==> src/common/speed_shaper_pkg.sv <==
// Notes on behaviour
// - swap setting 0: positive analog voltage means forward, negative reverse.
// - swap setting 1: positive analog voltage means reverse, negative forward.
// - eight signed internal speeds, range +/-20000 mm/s, reset to zero.
// - sign of an internal speed gives its direction, positive is forward.
// - internal speed magnitude clamped to overspeed level, sign kept.
// - force control limit is speed four unless external analog limit chosen.
// - acceleration time 0..10000 ms per 1000 mm/s; zero disables ramp.
// - acceleration and deceleration use separate time settings.
// - pseudo S-curve rounds corners, width setting 0..1000 in 2 ms units.
// - clamp select 0..3, default 0; 0 disables zero speed function.
// - mode 1: zero input forces command to zero through the ramp.
// - mode 2: command zeroed, lock once actual speed under lock level.
// - mode 2: releasing zero input leaves lock, back to speed control.
// - mode 2 lock drives the position command to zero.
// - mode 3: lock when zero input on and command under lock level.
// - mode 3 never zeroes the command; host must lower it.
// - lock level compared on magnitude, same for both directions.
// - source 1 speeds 1-4, 2 speeds 1-3 plus analog, 3 speeds 1-8.
package speed_shaper_pkg;
  // ----------------------------------------
  // widths
  // ----------------------------------------
  localparam int SPD_W = 16;
  localparam int ACC_W = 14;
  localparam int SCV_W = 10;
  localparam int CRD_W = 16;
  localparam int NUM_SPEEDS = 8;
  // ----------------------------------------
  // timing
  // ----------------------------------------
  localparam int CLK_HZ = 32'h02fa_f080;
  localparam int TICK_MS = 1;
  localparam int TICK_CYCLES = CLK_HZ / 1000 * TICK_MS;
  localparam logic [CRD_W-1:0] CREDIT_INC = 16'h03e8;
  localparam logic [CRD_W-1:0] CREDIT_CAP = 16'h4e20;
  // ----------------------------------------
  // setting encodings
  // ----------------------------------------
  localparam logic [1:0] ZC_OFF = 2'h0;
  localparam logic [1:0] ZC_ZERO = 2'h1;
  localparam logic [1:0] ZC_ZERO_LOCK = 2'h2;
  localparam logic [1:0] ZC_CMD_LOCK = 2'h3;
  localparam logic [1:0] SRC_ANALOG = 2'h0;
  localparam logic [1:0] SRC_INT4 = 2'h1;
  localparam logic [1:0] SRC_INT3_AN = 2'h2;
  localparam logic [1:0] SRC_INT8 = 2'h3;
  localparam logic [1:0] LIM_ANALOG = 2'h1;
  localparam logic [2:0] LIMIT_IDX = 3'h3;
  // ----------------------------------------
  // lock state
  // ----------------------------------------
  typedef enum logic [1:0] {
    SPEED_CTRL = 2'b01,
    POS_LOCK = 2'b10
  } lock_state_t;
endpackage : speed_shaper_pkg

==> src/design/ms_tick.sv <==
module ms_tick #(
  parameter int CYCLES = speed_shaper_pkg::TICK_CYCLES
) (
  input wire logic sys_clk,
  input wire logic rst_b,
  output logic tick
);
  logic [31:0] cnt_r, cnt_nxt;
  logic tick_r, tick_nxt;

  // count down one period, pulse on wrap
  always_comb begin
    tick_nxt = 1'b0;
    cnt_nxt = cnt_r - 32'h0000_0001;
    if (cnt_r == 32'h0000_0000) begin
      cnt_nxt = 32'(CYCLES - 1);
      tick_nxt = 1'b1;
    end
  end

  always_ff @(posedge sys_clk or negedge rst_b) begin
    if (!rst_b) begin
      cnt_r <= 32'h0000_0000;
      tick_r <= 1'b0;
    end else begin
      cnt_r <= cnt_nxt;
      tick_r <= tick_nxt;
    end
  end

  assign tick = tick_r;
endmodule : ms_tick

==> src/design/speed_table.sv <==
module speed_table #(
  parameter int W = speed_shaper_pkg::SPD_W,
  parameter int DEPTH = speed_shaper_pkg::NUM_SPEEDS
) (
  input wire logic sys_clk,
  input wire logic rst_b,
  input wire logic wr_en,
  input wire logic [$clog2(DEPTH)-1:0] wr_idx,
  input wire logic [W-1:0] wr_data,
  input wire logic [$clog2(DEPTH)-1:0] rd_idx_a,
  input wire logic [$clog2(DEPTH)-1:0] rd_idx_b,
  output logic [W-1:0] rd_a,
  output logic [W-1:0] rd_b
);
  logic [W-1:0] mem_r [DEPTH];
  logic [W-1:0] rd_a_r, rd_b_r;

  // every entry resets to zero speed
  for (genvar i = 0; i < DEPTH; i++) begin : g_ent
    always_ff @(posedge sys_clk or negedge rst_b) begin
      if (!rst_b) begin
        mem_r[i] <= '0;
      end else if (wr_en && wr_idx == i) begin
        mem_r[i] <= wr_data;
      end
    end
  end

  // registered read ports
  always_ff @(posedge sys_clk or negedge rst_b) begin
    if (!rst_b) begin
      rd_a_r <= '0;
      rd_b_r <= '0;
    end else begin
      rd_a_r <= mem_r[rd_idx_a];
      rd_b_r <= mem_r[rd_idx_b];
    end
  end

  assign rd_a = rd_a_r;
  assign rd_b = rd_b_r;
endmodule : speed_table

==> src/design/speed_command_shaper.sv <==
module speed_command_shaper #(
  parameter int TICK_CYCLES = speed_shaper_pkg::TICK_CYCLES
) (
  input wire logic sys_clk,
  input wire logic rst_b,
  input wire logic signed [15:0] analog_cmd,
  input wire logic analog_direction_swap,
  input wire logic [1:0] speed_source_select,
  input wire logic [2:0] speed_contacts,
  input wire logic speed_wr_en,
  input wire logic [2:0] speed_wr_idx,
  input wire logic signed [15:0] speed_wr_data,
  input wire logic [15:0] overspeed_level,
  input wire logic [13:0] accel_time,
  input wire logic [13:0] decel_time,
  input wire logic [9:0] scurve_time,
  input wire logic [1:0] zero_clamp_select,
  input wire logic zero_speed_in,
  input wire logic [15:0] lock_level,
  input wire logic signed [15:0] actual_speed,
  input wire logic [1:0] force_cmd_limit_source,
  input wire logic [15:0] analog_speed_limit,
  output logic signed [15:0] speed_cmd,
  output logic position_lock,
  output logic pos_cmd_zero,
  output logic [15:0] force_speed_limit
);
  // ----------------------------------------
  // helpers
  // ----------------------------------------
  function automatic logic [15:0] mag(input logic signed [15:0] v);
    mag = v[15] ? 16'(-v) : 16'(v);
  endfunction : mag

  // floor log2 of the S-curve window in ms
  function automatic logic [4:0] win_shift(input logic [9:0] ts);
    logic [10:0] w;
    w = {ts, 1'b0};
    win_shift = 5'h00;
    for (int i = 0; i < 11; i++) begin
      if (w[i]) begin
        win_shift = 5'(i);
      end
    end
  endfunction : win_shift

  // ----------------------------------------
  // timebase and speed table
  // ----------------------------------------
  logic tick;
  logic [2:0] rd_idx;
  logic [15:0] sel_raw, lim_raw;

  ms_tick #(.CYCLES(TICK_CYCLES)) u_tick (
    .sys_clk(sys_clk),
    .rst_b(rst_b),
    .tick(tick)
  );

  speed_table u_table (
    .sys_clk(sys_clk),
    .rst_b(rst_b),
    .wr_en(speed_wr_en),
    .wr_idx(speed_wr_idx),
    .wr_data(speed_wr_data),
    .rd_idx_a(rd_idx),
    .rd_idx_b(speed_shaper_pkg::LIMIT_IDX),
    .rd_a(sel_raw),
    .rd_b(lim_raw)
  );

  // ----------------------------------------
  // target selection
  // ----------------------------------------
  logic use_analog;
  logic zero_force;
  logic signed [15:0] analog_dir, int_clamped, lim_clamped;
  logic signed [15:0] target_r, target_nxt;
  logic from_int_r, from_int_nxt;

  // contacts pick the table entry per source setting
  always_comb begin
    rd_idx = {1'b0, speed_contacts[1:0]};
    use_analog = 1'b0;
    case (speed_source_select)
      speed_shaper_pkg::SRC_ANALOG: use_analog = 1'b1;
      speed_shaper_pkg::SRC_INT4: use_analog = 1'b0;
      speed_shaper_pkg::SRC_INT3_AN:
        use_analog = (speed_contacts[1:0] == 2'h3);
      speed_shaper_pkg::SRC_INT8: rd_idx = speed_contacts;
      default: use_analog = 1'b1;
    endcase
  end

  // polarity of the analog command
  always_comb begin
    analog_dir = analog_direction_swap ? 16'(-analog_cmd) : analog_cmd;
  end

  // magnitude clamp; selected speed keeps its sign, clamped limit goes positive
  always_comb begin
    int_clamped = sel_raw;
    if (mag(sel_raw) > overspeed_level) begin
      int_clamped = sel_raw[15] ? 16'(-overspeed_level) : overspeed_level;
    end
    lim_clamped = lim_raw;
    if (mag(lim_raw) > overspeed_level) begin
      lim_clamped = overspeed_level;
    end
  end

  // modes 1 and 2 zero the target; mode 3 leaves it
  always_comb begin
    zero_force = zero_speed_in &&
      (zero_clamp_select == speed_shaper_pkg::ZC_ZERO ||
       zero_clamp_select == speed_shaper_pkg::ZC_ZERO_LOCK);
    from_int_nxt = !use_analog;
    target_nxt = use_analog ? analog_dir : int_clamped;
    if (zero_force) begin
      target_nxt = '0;
    end
  end

  always_ff @(posedge sys_clk or negedge rst_b) begin
    if (!rst_b) begin
      target_r <= '0;
      from_int_r <= 1'b0;
    end else begin
      target_r <= target_nxt;
      from_int_r <= from_int_nxt;
    end
  end

  // ----------------------------------------
  // linear ramp
  // ----------------------------------------
  logic signed [15:0] ramp_r, ramp_nxt;
  logic [15:0] credit_r, credit_nxt;
  logic up, accel;
  logic [15:0] slope;
  logic [16:0] cr_sum;

  // credit per ms is 1000, one mm/s step costs the time setting
  always_comb begin
    up = target_r > ramp_r;
    accel = up ? (ramp_r >= 0) : (ramp_r <= 0);
    slope = accel ? {2'h0, accel_time} : {2'h0, decel_time};
    cr_sum = {1'b0, credit_r} +
      (tick ? {1'b0, speed_shaper_pkg::CREDIT_INC} : 17'h0_0000);
    if (cr_sum > {1'b0, speed_shaper_pkg::CREDIT_CAP}) begin
      cr_sum = {1'b0, speed_shaper_pkg::CREDIT_CAP};
    end
    ramp_nxt = ramp_r;
    credit_nxt = cr_sum[15:0];
    if (slope == 16'h0000) begin
      ramp_nxt = target_r;
      credit_nxt = '0;
    end else if (ramp_r == target_r) begin
      credit_nxt = '0;
    end else if (cr_sum[15:0] >= slope) begin
      ramp_nxt = up ? ramp_r + 16'sd1 : ramp_r - 16'sd1;
      credit_nxt = cr_sum[15:0] - slope;
    end
  end

  always_ff @(posedge sys_clk or negedge rst_b) begin
    if (!rst_b) begin
      ramp_r <= '0;
      credit_r <= '0;
    end else begin
      ramp_r <= ramp_nxt;
      credit_r <= credit_nxt;
    end
  end

  // ----------------------------------------
  // pseudo S-curve smoothing
  // ----------------------------------------
  logic signed [15:0] smooth_r, smooth_nxt;
  logic signed [16:0] gap, part;

  // per ms, close a power-of-two share of the gap
  always_comb begin
    gap = 17'(ramp_r) - 17'(smooth_r);
    part = gap >>> win_shift(scurve_time);
    if (part == 17'sd0 && gap != 17'sd0) begin
      part = gap[16] ? -17'sd1 : 17'sd1;
    end
    smooth_nxt = smooth_r;
    if (scurve_time == 10'h000) begin
      smooth_nxt = ramp_r;
    end else if (tick) begin
      smooth_nxt = 16'(17'(smooth_r) + part);
    end
  end

  always_ff @(posedge sys_clk or negedge rst_b) begin
    if (!rst_b) begin
      smooth_r <= '0;
    end else begin
      smooth_r <= smooth_nxt;
    end
  end

  // ----------------------------------------
  // position lock and force limit
  // ----------------------------------------
  speed_shaper_pkg::lock_state_t lock_r, lock_nxt;
  logic pos_zero_r, pos_zero_nxt;
  logic [15:0] flim_r, flim_nxt;
  logic act_slow, cmd_slow;

  // thresholds work on magnitude in either direction
  always_comb begin
    act_slow = mag(actual_speed) < lock_level;
    cmd_slow = mag(smooth_r) < lock_level;
  end

  // lock state machine
  always_comb begin
    lock_nxt = lock_r;
    case (lock_r)
      speed_shaper_pkg::SPEED_CTRL: begin
        if (zero_speed_in && act_slow &&
            zero_clamp_select == speed_shaper_pkg::ZC_ZERO_LOCK) begin
          lock_nxt = speed_shaper_pkg::POS_LOCK;
        end
        if (zero_speed_in && cmd_slow &&
            zero_clamp_select == speed_shaper_pkg::ZC_CMD_LOCK) begin
          lock_nxt = speed_shaper_pkg::POS_LOCK;
        end
      end
      speed_shaper_pkg::POS_LOCK: begin
        if (!zero_speed_in ||
            zero_clamp_select == speed_shaper_pkg::ZC_OFF ||
            zero_clamp_select == speed_shaper_pkg::ZC_ZERO) begin
          lock_nxt = speed_shaper_pkg::SPEED_CTRL;
        end
      end
      default: lock_nxt = speed_shaper_pkg::SPEED_CTRL;
    endcase
    // mode 2 lock holds a zero position command
    pos_zero_nxt = (lock_nxt == speed_shaper_pkg::POS_LOCK) &&
      (zero_clamp_select == speed_shaper_pkg::ZC_ZERO_LOCK);
    // force control speed limit source
    flim_nxt = (force_cmd_limit_source == speed_shaper_pkg::LIM_ANALOG) ?
      analog_speed_limit : mag(lim_clamped);
  end

  always_ff @(posedge sys_clk or negedge rst_b) begin
    if (!rst_b) begin
      lock_r <= speed_shaper_pkg::SPEED_CTRL;
      pos_zero_r <= 1'b0;
      flim_r <= '0;
    end else begin
      lock_r <= lock_nxt;
      pos_zero_r <= pos_zero_nxt;
      flim_r <= flim_nxt;
    end
  end

  assign speed_cmd = smooth_r;
  assign position_lock = lock_r[1]; // one-hot lock bit, straight from flop
  assign pos_cmd_zero = pos_zero_r;
  assign force_speed_limit = flim_r;
endmodule : speed_command_shaper

==> config.mk <==
export PLATFORM = sky130hd
export DESIGN_NAME = speed_command_shaper
export DESIGN_NICKNAME = d
export VERILOG_FILES = /design/src/common/speed_shaper_pkg.sv /design/src/design/ms_tick.sv /design/src/design/speed_table.sv /design/src/design/speed_command_shaper.sv
export SDC_FILE = /design/constraint.sdc
export NUM_CORES = 1
export LEC_CHECK = 0
export ABC_AREA = 1
export BUFFER_PORTS_ARGS = -buffer_cell sky130_fd_sc_hd__buf_4
export CAP_MARGIN = 20
export CORE_MARGIN = 4
export CORE_UTILIZATION = 50
export CTS_CLUSTER_DIAMETER = 120
export DETAILED_ROUTE_END_ITERATION = 10
export GPL_TIMING_DRIVEN = 0
export PLACE_DENSITY = 0.72
export SYNTH_ARGS = -nofsm -noshare
export SYNTH_HDL_FRONTEND = slang
export SYNTH_SLANG_ARGS = --single-unit
==> constraint.sdc <==
create_clock -name sys_clk -period 5.5 [get_ports sys_clk]
set_clock_uncertainty 0.2 [all_clocks]
set_input_delay 0.825 -clock sys_clk [delete_from_list [all_inputs] [get_ports sys_clk]]
set_output_delay 0.825 -clock sys_clk [all_outputs]
set_load 0.1 [all_outputs]
== Word level (Yosys, flattened, before mapping) ==
Cells that the tools add are included.

* Register bits after elaboration: 276
* Latch bits: 0
* Bits in writable memories: 0
* Memory bits (read-only): 0
* Bits of input ports: 151
* Output and inout bits: 34
* Logic and storage cells: 142
* Memories kept: 0

* Add/subtract/negate cells: 14
* Multipliers: 0
* Divide/modulo/power cells: 0
* Magnitude comparators: 10
* Equal/unequal tests: 19
* Shift-type cells: 1
* Muxes and demuxes: 48
* Bitwise gates (word level): 1
* Reduce and logical (&&, ||, !) cells: 30

{| class="wikitable"
|+ Operators by type and width
! kind !! count
|-
| $mux 16 || 26
|-
| $neg 16->16 || 7
|-
| $bmux 16 s3 || 1
|-
| $gt 16x16->1 || 3
|-
| $mux 5 || 9
|-
| $logic_not 32->1 || 1
|-
| $lt 16x16->1 || 2
|-
| $mux 32 || 1
|-
| $sub 32x1->32 const B || 1
|-
| $add 16x10->17 || 1
|-
| $gt 17x15->1 const B || 1
|-
| $logic_not 17->1 || 1
|-
| $reduce_bool 17->1 || 1
|-
| $sshr 17x5->17 || 1
|-
| $sub 16x16->17 || 1
|-
| $add 16x16->16 || 1
|-
| $add 16x2->16 const B || 1
|-
| $eq 16x16->1 || 1
|-
| $ge 16x1->1 const B || 1
|-
| $ge 16x14->1 || 1
|-
| $le 16x1->1 const B || 1
|-
| $logic_not 16->1 || 1
|-
| $sub 16x14->16 || 1
|-
| $sub 16x2->16 const B || 1
|-
| 23 further kinds || 57
|}

== Longest topological paths before layout ==
* Depth in word-level cells: 17
* Gate-level depth with buffers: 36
* Mapped depth without buffers: 36

== By module ==
From an unflattened synthesis, not the netlist that was laid out.

* Cells, all modules: 3484
* Area total of the unflattened synthesis: 22915.7 µm²

{| class="wikitable"
|+ By module, submodules not included
! module !! instances !! cells each !! area each (µm²) !! sequential area each (µm²)
|-
| speed_command_shaper || 1 || 2015 || 12554.5 || 2078.2
|-
| speed_table || 1 || 1197 || 8291.7 || 4003.8
|-
| ms_tick || 1 || 272 || 2069.5 || 825.8
|}

== Least setup slack after synthesis ==
No wires, ideal clock.

* Kind: register to register
* Start point: register smooth_r[1] (netlist: speed_cmd[1])
* End point: register smooth_r[14] (netlist: speed_cmd[14])
* Library setup time: 0.124 ns
* Arrival time: 4.958 ns
* Required time: 5.176 ns
* Path slack: 0.218 ns
* Cell stages (with the launch flop): 33
* Path buffers: 0
* Period minus slack after synthesis: 5.282 ns
* Path through: dfrtp_1 -> inv_1 -> fa_1 -> nand2_1 -> nand2_1 -> nand3_1 -> nand2_1 -> or2_2 -> nand2_1 -> inv_1 -> nor2_1 -> nand3_1 -> nor2_1 -> nand3_1 -> nand3_1 -> a21oi_1 -> nand3_1 -> nor2_1 -> nand2_1 -> nand2_1 -> ha_1 -> fa_1 -> nand3_1 -> nand2_1 -> a21oi_1 -> o21ai_0 -> a21boi_0 -> o21ai_0 -> a21oi_1 -> nor2_1 -> nor2_1 -> xor2_1 -> o21bai_1

* Longest elaborated chain between the ends: 8
* Elaborated cells on any way between the ends: 10
* Classes of those cells: 2 x add/sub; 1 x shift; 4 x mux; 3 x reduce/logical

{| class="wikitable"
|+ Ends and longest elaborated chain
! what !! RTL line !! text
|-
| start: declaration || speed_command_shaper.sv:179 || <nowiki>logic signed [15:0] smooth_r, smooth_nxt;</nowiki>
|-
| start signal: assignment || speed_command_shaper.sv:201 || <nowiki>smooth_r <= smooth_nxt;</nowiki>
|-
| $sub 16x16->17 || speed_command_shaper.sv:184 || <nowiki>gap = 17'(ramp_r) - 17'(smooth_r);</nowiki>
|-
| $sshr 17x5->17 || speed_command_shaper.sv:185 || <nowiki>part = gap >>> win_shift(scurve_time);</nowiki>
|-
| $logic_not 17->1 || speed_command_shaper.sv:186 || <nowiki>if (part == 17'sd0 && gap != 17'sd0) begin</nowiki>
|-
| $logic_and 1x1->1 || speed_command_shaper.sv:186 ||
|-
| $mux 16 || speed_command_shaper.sv:186 ||
|-
| $add 16x16->16 * || speed_command_shaper.sv:193 || <nowiki>smooth_nxt = 16'(17'(smooth_r) + part);</nowiki>
|-
| $mux 16 * || speed_command_shaper.sv:192 || <nowiki>end else if (tick) begin</nowiki>
|-
| $mux 16 * || speed_command_shaper.sv:190 || <nowiki>if (scurve_time == 10'h000) begin</nowiki>
|}

Every way passes the cells marked *; elsewhere a longest branch is shown, timed or not. The select of a mux whose other input is x is not followed.
A chain may end at the register's enable or synchronous reset.

== Worst setup path in the final report ==
Same ends and word-level chain as after synthesis.

==> results.cfg <==
[timing]
setup_viol = 0
fin_crit_ns = 5.14
setup_tns_ns = 0
tightest_slew_ns = 1.01
drv_slew = 0
timing.fmax_ghz = 0.194
fin_crit_sh = 0.935
holdWs_ns = 0.118
slew_headroom = 0.330
hold_violations = 0
setup_ws_ns = 0.357

[cts]
clock_latency_ns = 0.60
clk_pin_slew_ns = 0.07
ctsRootBufferMaster = clkbuf_16
cts_tree = done
cts_buffer_depth = 3
cts_sinks = 276
htreeDepth = 1
hold_buffers = 0
cts_buffers = 30

[logic_synthesis]
yosysWarnings = 0
yosysTopAreaCell = dfrtp_1
synth.area.top_cells = dfrtp_1 (33%), nand2_1 (12%), ha_1 (9.7%), o21ai_0 (7.3%), nor2_1 (6.2%)
synth.distinct_cells = 55
ys_seq_area_frac = 0.331
async_reset_ff_frac = 1.00
avgSynthCellArea_um2 = 7.00
synth_top_area_share = 0.330
synth_cells = 2982
synth_seq_cells = 276
synth_edf_count = 0
syn_nets = 3298
netlist_area_um2 = 20900
synthFlopType = dfrtp_1

[worst_setup_path]
worstPathArrival_ns = 5.40
r2r_slack_ns = 0.36
r2r_start = speed_cmd[1]
cpMostUsedCell = nand2_1
timing.rr.end = speed_cmd[14]
cp_max_fo = 5
rr_worst_depth = 33
path_class = flop to flop
critPathSlowestCell = fa_1
end_kind = flop
crit_path_start_kind = flop
cpPeakStageDelay_ns = 0.51
required_ns = 5.76

[place]
hpwl_um = 51000
portBuffers = 182
pre_cts_ws_ns = -0.329
gp_congestion = 0.969
dpl_cell_area_um2 = 23000
dp.cells = 3698

[drt]
viasPerCell = 5.66
firstDrtPassIters = 8
drtIter0Drc = 1765
ant_nets = 0
drc_errors = 0
vias = 21300
wirelength_um = 65000
wl_per_cell_um = 17.3

[power]
p_per_area_nw_per_um2 = 612
p_leak_nw = 12.4
ir_drop_mv = 0.301
power_mw = 14.8

[global_routing]
grt_max_degree = 118
gr-total-overflow = 0
grt_util_all_layers = 0.281
grt_pass1_wl_um = 104000
antenna_found_initial = 0
grt_pass1_vias = 20400

[floorplanning]
core-area_um2 = 41000
die_x_um = 212
die_h_um = 212
rows = 74
ios = 185
die-area_um2 = 45100
start_util = 0.509

[cells_and_area]
syn2layout_area_growth_pct = 15.7
n_fill_cell = 3840
regArea_um2 = 6910
finalInstanceArea_um2 = 24100
final_cell_mix = nand2_1 (687), nor2_1 (343), inv_1 (324), o21ai_0 (297), dfrtp_1 (271)
final_common_cell = nand2_1
finish.utilization = 0.588
antennaDiodeCount = 0
multi_input_area_um2 = 12400
drive_above_1_share = 0.0948
fin_nets = 3519
final_cell_count_no_fill = 3759

[outcome]
status = completed

[worst_hold_path]
hold_class = primary input to async pin

[job]
cap_violations = 0
layout make-up:
cell class | count | share of cell area
plain buffers | 93 | 0.0169
clock inverters | 18 | 0.0108
inverters | 332 | 0.0518
repair buffers | 189 | 0.0608
flip-flops and latches | 276 | 0.286
multi-input cells | 2281 | 0.512
well taps | 532 | 0.0276
clock buffers | 38 | 0.0340
Yosys cell counts (all sizes together) (2+ instances only):
master	number
nand2	695
nor2	348
inv	328
o21ai	308
dfrtp	275
nand3	238
a21oi	161
ha	161
xor2	100
clkbuf	75
nor3	58
nand4	34
xnor2	28
a31oi	23
buf	18
o22ai	17
nor4	14
o221ai	14
nand3b	13
o211ai	10
o31ai	9
o21bai	8
or2	8
and2	4
clkinv	4
fa	4
a211oi	3
a21boi	3
a21o	3
a221oi	3
o21a	3
a41oi	2
or3	2
worst max-delay path, delay by kind of cell (launching register included):
kind	cells	cell delay [ns]
and+or+nand+nor	21	1.95
adders and majority gates	3	1.08
xor gates and xnor gates	1	0.22
AOI/OAI and AO/OA	6	0.83
buffers and inverters	2	0.27
DFF	1	0.45
flip-flops by register name, indices dropped and copies added (netlist names):
| name | flops |
|---|---|
| u_tick.cnt_r | 32 |
| target_r | 16 |
| pos_cmd_zero | 1 |
| credit_r | 16 |
| force_speed_limit | 16 |
| u_tick.tick | 1 |
| u_table.mem_r | 128 |
| ramp_r | 16 |
| lock_r | 2 |
| speed_cmd | 16 |
| u_table.rd_b | 16 |
| u_table.rd_a | 16 |
cell families after synthesis:
group,synth area share
and+or+nand+nor,0.287
AOI/OAI and AO/OA,0.149
buffers and inverters,0.0790
DFF,0.331
adders and majority gates,0.100
xor gates and xnor gates,0.0537
layer usage:
metal,share of wire,GRT usage
met5,0,0
met4,0.036,0.0933
met3,0.065,0.0351
met2,0.47,0.470
met1,0.43,0.380
worst max path at each step:
stage	start	end	slack, ns
finish	speed_cmd[1]	speed_cmd[14]	0.36
global route	ramp_r[0]	speed_cmd[14]	-0.01
CTS	ramp_r[0]	speed_cmd[14]	0.005
detailed placement	scurve_time[7]	speed_cmd[14]	-0.33
global placement	scurve_time[7]	speed_cmd[14]	-0.31
floorplan	speed_cmd[1]	speed_cmd[14]	0.22
power by group:
group | internal, mW | total [mW] | switching [mW]
combinational | 3.33 | 9.59 | 6.26
sequential | 2.55 | 3.00 | 0.442
clock | 1.30 | 2.19 | 0.886
repair_timing:
| action | CTS | global route |
|---|---|---|
| gates resized for setup | 5 | 27 |
| setup endpoints to repair | 33 | 38 |
| buffers inserted | 0 | 5 |
| pin swaps | 0 | 5 |
Power figures use the tool's default switching activity.
